<file path="config.mk">
export PLATFORM = sky130hd
export DESIGN_NAME = debug_status_breakpoint_trace
export DESIGN_NICKNAME = d
export VERILOG_FILES = /design/src/verilog/debug_block_pkg.sv /design/src/verilog/debug_status_breakpoint_trace.sv
export SDC_FILE = /design/constraint.sdc
export NUM_CORES = 1
export LEC_CHECK = 0
export BUFFER_PORTS_ARGS = -buffer_cell sky130_fd_sc_hd__buf_4
export CAP_MARGIN = 40
export CORE_UTILIZATION = 46
export CTS_CLUSTER_SIZE = 28
export DETAILED_ROUTE_END_ITERATION = 8
export PLACE_DENSITY_LB_ADDON = 0.1
export REMOVE_ABC_BUFFERS = 1
export SLEW_MARGIN = 20
export SYNTH_ARGS = -nofsm -noshare
export SYNTH_HDL_FRONTEND = slang
export SYNTH_SLANG_ARGS = --single-unit
</file>
<file path="constraint.sdc">
create_clock -name aclk -period 3.8 [get_ports aclk]
set_input_delay 0 -clock aclk [delete_from_list [all_inputs] [get_ports aclk]]
set_output_delay 0 -clock aclk [all_outputs]
set_load 0.05 [all_outputs]
</file>
<file path="src/verilog/debug_block_pkg.sv">
// Package: register map, field layout, reset values and carrier types of the debug block
package debug_block_pkg;

   // ***************************************************************
   // Register indices (byte address is four times the index)
   // ***************************************************************
   localparam logic [29:0] IDX_DEBUG_CONTROL     = 30'h0ffe010;
   localparam logic [29:0] IDX_DEBUG_STATE_FLAGS = 30'h0ffe012;
   localparam logic [29:0] IDX_TRACE_SETUP       = 30'h0ffe013;
   localparam logic [29:0] IDX_BREAKPOINT_0      = 30'h0ffe090;
   localparam logic [29:0] IDX_BREAKPOINT_1      = 30'h0ffe094;
   localparam logic [29:0] IDX_BREAKPOINT_2      = 30'h0ffe098;
   localparam logic [29:0] IDX_BREAKPOINT_3      = 30'h0ffe09c;
   localparam int unsigned NUM_BREAKPOINTS       = 4;

   // ***************************************************************
   // Field positions
   // ***************************************************************
   localparam int unsigned CTL_HALT_BIT        = 7;
   localparam int unsigned CTL_HALT_ON_BP_BIT  = 6;
   localparam int unsigned CTL_BP_ALLOWED_BIT  = 5;
   localparam int unsigned BP_PC_EN_BIT        = 31;
   localparam int unsigned BP_HIT_BIT          = 30;
   localparam int unsigned BP_RD_EN_BIT        = 29;
   localparam int unsigned BP_WR_EN_BIT        = 28;
   localparam int unsigned BP_MASK_LSB         = 24;
   localparam int unsigned BP_MASK_WIDTH       = 4;
   localparam int unsigned BP_ADDR_WIDTH       = 24;
   localparam int unsigned TRACE_EN_BIT        = 7;
   localparam int unsigned TRACE_SIZE_WIDTH    = 3;

   // ***************************************************************
   // Reset values and constants
   // ***************************************************************
   localparam logic [7:0]  DEBUG_STATE_FLAGS_RESET = 8'h01;
   localparam logic [31:0] BREAKPOINT_RESET        = 32'h00000000;
   localparam logic [7:0]  TRACE_SETUP_RESET       = 8'h00;
   localparam logic [7:0]  DEBUG_CONTROL_RESET     = 8'h00;
   localparam logic [11:0] TRACE_MIN_EVENTS        = 12'h010;
   localparam logic [23:0] ADDR_ALL_ONES           = 24'hffffff;
   localparam logic [1:0]  RESP_OKAY               = 2'h0;
   localparam logic [1:0]  RESP_SLVERR             = 2'h2;

   // ***************************************************************
   // Carrier types
   // ***************************************************************
   typedef struct packed {
      logic [23:0] pc;
      logic        fetch_valid;
      logic [23:0] data_addr;
      logic        data_rd;
      logic        data_wr;
      logic        break_exec;
   } cpu_access_t;

   typedef struct packed {
      logic in_halt_mode;
      logic in_stop_mode;
      logic read_protect_on;
      logic tx_holding_full;
      logic rx_holding_empty;
   } cpu_status_t;

   typedef struct packed {
      logic        debug_halt_flag;
      logic        illegal_trap;
      logic        debug_breakpoint;
      logic        loop_on_breakpoint;
      logic        trace_record_on;
      logic [2:0]  trace_size_code;
      logic [11:0] trace_event_limit;
   } debug_out_t;

   typedef struct packed {
      logic                                  debug_halt_flag;
      logic                                  halt_on_breakpoint;
      logic                                  breakpoints_allowed;
      logic                                  software_break_hit;
      logic [7:0]                            debug_state_flags;
      logic [NUM_BREAKPOINTS-1:0][31:0]      breakpoint;
      logic                                  trace_record_on;
      logic [2:0]                            trace_size_code;
      logic                                  aw_full;
      logic [29:0]                           aw_idx;
      logic                                  w_full;
      logic [31:0]                           w_data;
      logic [3:0]                            w_strb;
      logic                                  bvalid;
      logic [1:0]                            bresp;
      logic                                  rvalid;
      logic [31:0]                           rdata;
      logic [1:0]                            rresp;
      logic                                  illegal_trap;
      logic                                  debug_breakpoint;
      logic                                  loop_on_breakpoint;
   } debug_state_t;

endpackage

</file>
<file path="src/verilog/debug_status_breakpoint_trace.sv">
// Module: debug status flags, four breakpoint comparators and trace setup behind AXI4-Lite
//
// Our own choice: register access over AXI4-Lite.
module debug_status_breakpoint_trace
   import debug_block_pkg::*;
(
   input  wire logic        aclk,       // System clock, 200 MHz
   input  wire logic        aresetn,    // Synchronous reset, active low
   input  wire logic [31:0] awaddr,     // Write address
   input  wire logic        awvalid,    // Write address valid
   output logic             awready,    // Write address ready
   input  wire logic [31:0] wdata,      // Write data
   input  wire logic [3:0]  wstrb,      // Write byte strobes
   input  wire logic        wvalid,     // Write data valid
   output logic             wready,     // Write data ready
   output logic [1:0]       bresp,      // Write response
   output logic             bvalid,     // Write response valid
   input  wire logic        bready,     // Write response ready
   input  wire logic [31:0] araddr,     // Read address
   input  wire logic        arvalid,    // Read address valid
   output logic             arready,    // Read address ready
   output logic [31:0]      rdata,      // Read data
   output logic [1:0]       rresp,      // Read response
   output logic             rvalid,     // Read data valid
   input  wire logic        rready,     // Read data ready
   input  wire cpu_access_t cpu_access, // Core access cycle: PC, data address, break
   input  wire cpu_status_t cpu_status, // Core and debug link status levels
   output debug_out_t       debug_out   // Halt, trap, break and trace controls
);

   // ***************************************************************
   // State
   // ***************************************************************
   debug_state_t s;
   debug_state_t next_s;

   logic [NUM_BREAKPOINTS-1:0] hw_hit;
   logic [NUM_BREAKPOINTS-1:0][29:0] bp_idx;

   assign bp_idx = {IDX_BREAKPOINT_3, IDX_BREAKPOINT_2, IDX_BREAKPOINT_1, IDX_BREAKPOINT_0};

   // ***************************************************************
   // Comparators
   // ***************************************************************
   function automatic logic masked_equal(input logic [23:0] a,
                                         input logic [23:0] b,
                                         input logic [3:0]  ignore);
      logic [23:0] keep;
      keep = ADDR_ALL_ONES << ignore;
      return ((a ^ b) & keep) == 24'h000000;
   endfunction

   always_comb begin
      for (int i = 0; i < NUM_BREAKPOINTS; i++) begin
         hw_hit[i] = (s.breakpoint[i][BP_PC_EN_BIT] && cpu_access.fetch_valid
                      && cpu_access.pc == s.breakpoint[i][BP_ADDR_WIDTH-1:0])
                   || (s.breakpoint[i][BP_RD_EN_BIT] && cpu_access.data_rd
                       && masked_equal(cpu_access.data_addr,
                                       s.breakpoint[i][BP_ADDR_WIDTH-1:0],
                                       s.breakpoint[i][BP_MASK_LSB +: BP_MASK_WIDTH]))
                   || (s.breakpoint[i][BP_WR_EN_BIT] && cpu_access.data_wr
                       && masked_equal(cpu_access.data_addr,
                                       s.breakpoint[i][BP_ADDR_WIDTH-1:0],
                                       s.breakpoint[i][BP_MASK_LSB +: BP_MASK_WIDTH]));
      end
   end

   // ***************************************************************
   // Next state
   // ***************************************************************
   always_comb begin
      logic        do_write;
      logic        clear_break_hit;
      logic        any_event;
      logic [29:0] rd_idx;
      logic [31:0] wr_data;
      logic [3:0]  wr_strb;
      next_s = s;
      do_write = s.aw_full && s.w_full && !s.bvalid;
      clear_break_hit = 1'b0;
      any_event = (|hw_hit) || cpu_access.break_exec;
      rd_idx = araddr[31:2];
      wr_data = s.w_data;
      wr_strb = s.w_strb;
      next_s.illegal_trap = 1'b0;
      next_s.debug_breakpoint = 1'b0;
      next_s.loop_on_breakpoint = 1'b0;

      // Write channel capture, in either order
      if (awvalid && !s.aw_full) begin
         next_s.aw_full = 1'b1;
         next_s.aw_idx = awaddr[31:2];
      end
      if (wvalid && !s.w_full) begin
         next_s.w_full = 1'b1;
         next_s.w_data = wdata;
         next_s.w_strb = wstrb;
      end
      if (s.bvalid && bready) begin
         next_s.bvalid = 1'b0;
      end

      // Register write
      if (do_write) begin
         next_s.aw_full = 1'b0;
         next_s.w_full = 1'b0;
         next_s.bvalid = 1'b1;
         next_s.bresp = RESP_OKAY;
         if (s.aw_idx == IDX_DEBUG_CONTROL) begin
            if (wr_strb[0]) begin
               next_s.debug_halt_flag = wr_data[CTL_HALT_BIT];
               next_s.halt_on_breakpoint = wr_data[CTL_HALT_ON_BP_BIT];
               next_s.breakpoints_allowed = wr_data[CTL_BP_ALLOWED_BIT];
               clear_break_hit = !wr_data[CTL_HALT_BIT];
            end
         end else if (s.aw_idx == IDX_TRACE_SETUP) begin
            if (wr_strb[0]) begin
               next_s.trace_record_on = wr_data[TRACE_EN_BIT];
               next_s.trace_size_code = wr_data[TRACE_SIZE_WIDTH-1:0];
            end
         end else if (s.aw_idx == IDX_DEBUG_STATE_FLAGS) begin
            next_s.bresp = RESP_OKAY;
         end else if (s.aw_idx == bp_idx[0] || s.aw_idx == bp_idx[1]
                      || s.aw_idx == bp_idx[2] || s.aw_idx == bp_idx[3]) begin
            for (int i = 0; i < NUM_BREAKPOINTS; i++) begin
               if (s.aw_idx == bp_idx[i]) begin
                  for (int b = 0; b < 4; b++) begin
                     if (wr_strb[b]) begin
                        next_s.breakpoint[i][8*b +: 8] = wr_data[8*b +: 8];
                     end
                  end
               end
            end
         end else begin
            next_s.bresp = RESP_SLVERR;
         end
      end

      // Read channel
      if (s.rvalid && rready) begin
         next_s.rvalid = 1'b0;
      end
      if (arvalid && !s.rvalid) begin
         next_s.rvalid = 1'b1;
         next_s.rresp = RESP_OKAY;
         next_s.rdata = 32'h00000000;
         if (rd_idx == IDX_DEBUG_CONTROL) begin
            next_s.rdata[CTL_HALT_BIT] = s.debug_halt_flag;
            next_s.rdata[CTL_HALT_ON_BP_BIT] = s.halt_on_breakpoint;
            next_s.rdata[CTL_BP_ALLOWED_BIT] = s.breakpoints_allowed;
         end else if (rd_idx == IDX_DEBUG_STATE_FLAGS) begin
            next_s.rdata[7:0] = s.debug_state_flags;
         end else if (rd_idx == IDX_TRACE_SETUP) begin
            next_s.rdata[TRACE_EN_BIT] = s.trace_record_on;
            next_s.rdata[TRACE_SIZE_WIDTH-1:0] = s.trace_size_code;
         end else if (rd_idx == bp_idx[0] || rd_idx == bp_idx[1]
                      || rd_idx == bp_idx[2] || rd_idx == bp_idx[3]) begin
            for (int i = 0; i < NUM_BREAKPOINTS; i++) begin
               if (rd_idx == bp_idx[i]) begin
                  next_s.rdata = s.breakpoint[i];
               end
            end
         end else begin
            next_s.rresp = RESP_SLVERR;
         end
      end

      // Hardware hits win over a software clear in the same cycle
      for (int i = 0; i < NUM_BREAKPOINTS; i++) begin
         if (hw_hit[i]) begin
            next_s.breakpoint[i][BP_HIT_BIT] = 1'b1;
         end
      end

      // Software break flag: the set wins over the clear
      if (clear_break_hit) begin
         next_s.software_break_hit = 1'b0;
      end
      if (cpu_access.break_exec) begin
         next_s.software_break_hit = 1'b1;
      end

      // Break event action
      if (any_event) begin
         if (s.breakpoints_allowed) begin
            next_s.debug_breakpoint = 1'b1;
            if (s.halt_on_breakpoint) begin
               next_s.debug_halt_flag = 1'b1;
            end else begin
               next_s.loop_on_breakpoint = 1'b1;
            end
         end else begin
            next_s.illegal_trap = 1'b1;
         end
      end

      // Status flag snapshot
      next_s.debug_state_flags = {s.debug_halt_flag,
                                  s.software_break_hit,
                                  cpu_status.in_halt_mode,
                                  cpu_status.in_stop_mode,
                                  cpu_status.read_protect_on,
                                  1'b0,
                                  cpu_status.tx_holding_full,
                                  cpu_status.rx_holding_empty};
   end

   // ***************************************************************
   // Registers
   // ***************************************************************
   always_ff @(posedge aclk) begin
      if (!aresetn) begin
         s <= '0;
         s.debug_halt_flag <= DEBUG_CONTROL_RESET[CTL_HALT_BIT];
         s.halt_on_breakpoint <= DEBUG_CONTROL_RESET[CTL_HALT_ON_BP_BIT];
         s.breakpoints_allowed <= DEBUG_CONTROL_RESET[CTL_BP_ALLOWED_BIT];
         s.debug_state_flags <= DEBUG_STATE_FLAGS_RESET;
         s.breakpoint <= {NUM_BREAKPOINTS{BREAKPOINT_RESET}};
         s.trace_record_on <= TRACE_SETUP_RESET[TRACE_EN_BIT];
         s.trace_size_code <= TRACE_SETUP_RESET[TRACE_SIZE_WIDTH-1:0];
      end else begin
         s <= next_s;
      end
   end

   // ***************************************************************
   // Outputs
   // ***************************************************************
   assign awready = !s.aw_full;
   assign wready  = !s.w_full;
   assign bvalid  = s.bvalid;
   assign bresp   = s.bresp;
   assign arready = !s.rvalid;
   assign rvalid  = s.rvalid;
   assign rdata   = s.rdata;
   assign rresp   = s.rresp;

   always_comb begin
      debug_out.debug_halt_flag = s.debug_halt_flag;
      debug_out.illegal_trap = s.illegal_trap;
      debug_out.debug_breakpoint = s.debug_breakpoint;
      debug_out.loop_on_breakpoint = s.loop_on_breakpoint;
      debug_out.trace_record_on = s.trace_record_on;
      debug_out.trace_size_code = s.trace_size_code;
      debug_out.trace_event_limit = TRACE_MIN_EVENTS << s.trace_size_code;
   end

endmodule

</file>
==> results.cfg <==
[clock_network]
cts_sinks = 250
clockBufferDepth = 3
clk_pin_slew_worst_paths_ns = 0.06
htree_levels = 1
cts_tree = built
cts_resized = 0
numCtsBuffers = 28
clk_latency_ns = 0.55
cts-root-buf = clkbuf_16

[detailed_routing]
drt_first_pass_iters = 5
vias = 11580
ant_nets = 0
viasPerCell = 5.39
drcViolationCount = 0
drt-total-wl_mm = 44.6
wl_per_cell_um = 20.7
drt-initial-drc-count = 901

[layout]
area_growth_pct = 25.3
ff_latch_area_um2 = 5000
most-common-layout-cells = dfxtp_1, buf_4, nand2_1
drive_above_1_share_pct = 18.4
final_cell_count_no_fill = 2150
multiInputGateArea_um2 = 7920
fill_cells = 2660
mostFrequentLayoutCell = dfxtp_1
fin_nets = 1913
num_antenna_cells = 0

[floorplan]
top_level_ports = 225
die-area_um2 = 30300
core_area_um2 = 28900
num_rows = 62
chipHeight_um = 174
initial_utilization_pct = 47.1
fp.dieW_um = 174

[timing]
finalCritPeriodShare_pct = 82.1
relSlewSlack_pct = 45.8
setup_viol = 0
hold_violations = 0
tightest_slew_ns = 0.814
clock_skew_ns = 0.0165
clock.fmax_ghz = 0.321
rsz0062_at_grt = no
tns_ns = 0
period_needed_ns = 3.12
drv_slew = 0

[power]
pwr-share-seq_pct = 44.1
p_comb_share_pct = 11.6
peakVddDrop_mv = 0.337
power.internal_w = 0.00466
pwr-share-clk_pct = 44.2
switchingPower_w = 0.00152
total_power_w = 0.00619
pwr_density_cell_nw_per_um2 = 362
leakagePower_nw = 6.39
switching_share_pct = 24.6

[setup_path]
crit_arrival_ns = 3.55
critPathMaxStageDelay_ns = 0.58
critical_path_buf_inv_count = 0
reg2reg_to = s[190]
worstSetupStartpointType = flip-flop
reg2reg_slack_ns = 0.68
path_class = reg2reg
critical_path.top_delay_family = simple AND/OR/NAND/NOR gates
cpMaxStageDelayCell = or4_1
endpoint_kind = flip-flop
reg2regPathDepth = 7
crit_chain = or4_1 > or4_1 > nor4_2 > nand2_1 > nor2_2 > mux2i_1 > nor2b_1
cpMostUsedCell = or4_1
timing.rr.start = s[104]
required_ns = 4.23
path_max_fanout = 8

[synthesis]
synth_flop_cell = dfxtp_1
ys.warnings.count = 0
synthesis.area_um2 = 13600
synth_top_cell_by_area = dfxtp_1
synth_top_cell_area_share_pct = 36.7
synth_top_cells_by_area = dfxtp_1, mux2i_1, xor2_1
yosysSeqAreaShare_pct = 36.7
synth_seq_cells = 250
avgSynthCellArea_um2 = 8.89
synthArstFlopShare_pct = 0
synth_enable_flop_cells = 0
syn_inst = 1534
synthDistinctLibCells = 61

[worst_hold_path]
min-delay-start = araddr[4]
hold_class = in2reg
min_to = rdata[0]
worstHoldPathCells = 4

[global_routing]
overflow = 0
grt_max_degree = 105
antenna_found_initial = 0
grt_pass1_vias = 11393
grt_pass1_wl_mm = 67.1
grt_util_all_layers_pct = 28.9

[placement]
hpwlAfterDp_mm = 32.9
portBuffers = 214
place_inst = 2022
routabilityCongestion = 1.01

[run]
max_cap_viol_count = 0

[status]
status = finished clean
==> synth_stat cells, types with 6 or more instances <==
master and count:
dfxtp_1 250, nand2_1 220, mux2i_1 158, nor2b_1 137, xor2_1 99, clkbuf_1 94
xnor2_1 93, a21boi_0 72, buf_4 48, o21ai_0 44, and2_1 30, nand4_1 25
o221ai_1 24, nor3_1 23, a21oi_1 22, nor2_1 22, nor4_1 21, nand3_1 19
nor2_2 12, nand2b_1 8, a22oi_1 7, inv_1 7, mux2_2 6, o21a_1 6
==> state kept, by name (all words and copies together), names as in the netlist <==
name / count
s: 205
rdata: 32
debug_out: 8
bresp: 1
bvalid: 1
next_s: 1
rresp: 1
rvalid: 1
==> metrics by stage <==
step	instance area, um2	hold slack [ns]	setup WS, ns	util [%]
finish	17100	0.0196	0.682	59.0
detailed placement	15300	0.209	0.648	53.0
global placement	15200	0.182	0.702	52.6
floorplan	12900	0.0730	0.888	-
CTS	17100	0.0177	0.666	58.9
global route	17100	0.0372	0.465	59.0
==> worst min-delay path: stages <==
cell      delay (ns)
buf_4           0.18
o22ai_1         0.13
or3_1           0.12
a21boi_0        0.07
==> final cells by class <==
cell class	instances	share of cell area, %
flip-flops and latches	250	29.3
inverters	7	0.154
repair buffers	323	15.9
clock buffers	38	4.86
well taps	384	2.81
multi-input cells	1139	46.4
clock inverters	9	0.593
==> routing by layer <==
layer	wire length, um	vias to the layer above	track usage [%]
met1	20700	5556	39.5
met5	0	-	0
li1	-	5625	-
met3	2660	70	5.10
met2	20000	329	46.8
met4	1170	0	8.00
==> kinds of logic (layout without fill, tap and decap cells) <==
| family | count (synthesis) | count (layout) | share of synthesized area (%) |
|---|---|---|---|
| compound gates | 217 | 217 | 11.2 |
| xor+xnor | 192 | 192 | 12.3 |
| fa+ha+maj | 3 | 3 | 0.220 |
| other cells | 1 | 6 | 0.0275 |
| buf+inv | 150 | 377 | 5.45 |
| simple gates | 552 | 552 | 21.2 |
| mux | 169 | 169 | 12.9 |
| flops | 250 | 250 | 36.7 |
==> power groups by stage <==
stage               Sequential (W)  Clock, W  Combinational, W
global placement           0.00278         0          0.000627
floorplan                  0.00278         0          0.000278
global route               0.00274   0.00288          0.000774
CTS                        0.00273   0.00277          0.000714
detailed placement         0.00279         0          0.000646
finish                     0.00273   0.00274          0.000721
==> how the worst max path moves through the flow <==
stage	cells after the start	slack, ns	to	startpoint
6_report	7	0.68	s[190]	s[104]
5_1_grt	7	0.47	s[156]	s[104]
2_1_floorplan	7	0.89	s[239]	s[104]
3_5_place_dp	7	0.65	s[190]	s[104]
4_1_cts	7	0.67	s[209]	s[104]
3_3_place_gp	7	0.70	s[160]	s[104]
==> timing repair <==
action,in CTS,in global routing
setup buffers,0,0
hold buffers,80,0
hold endpoints to repair,82,0
No activity file was read; power rests on OpenSTA's default activity.
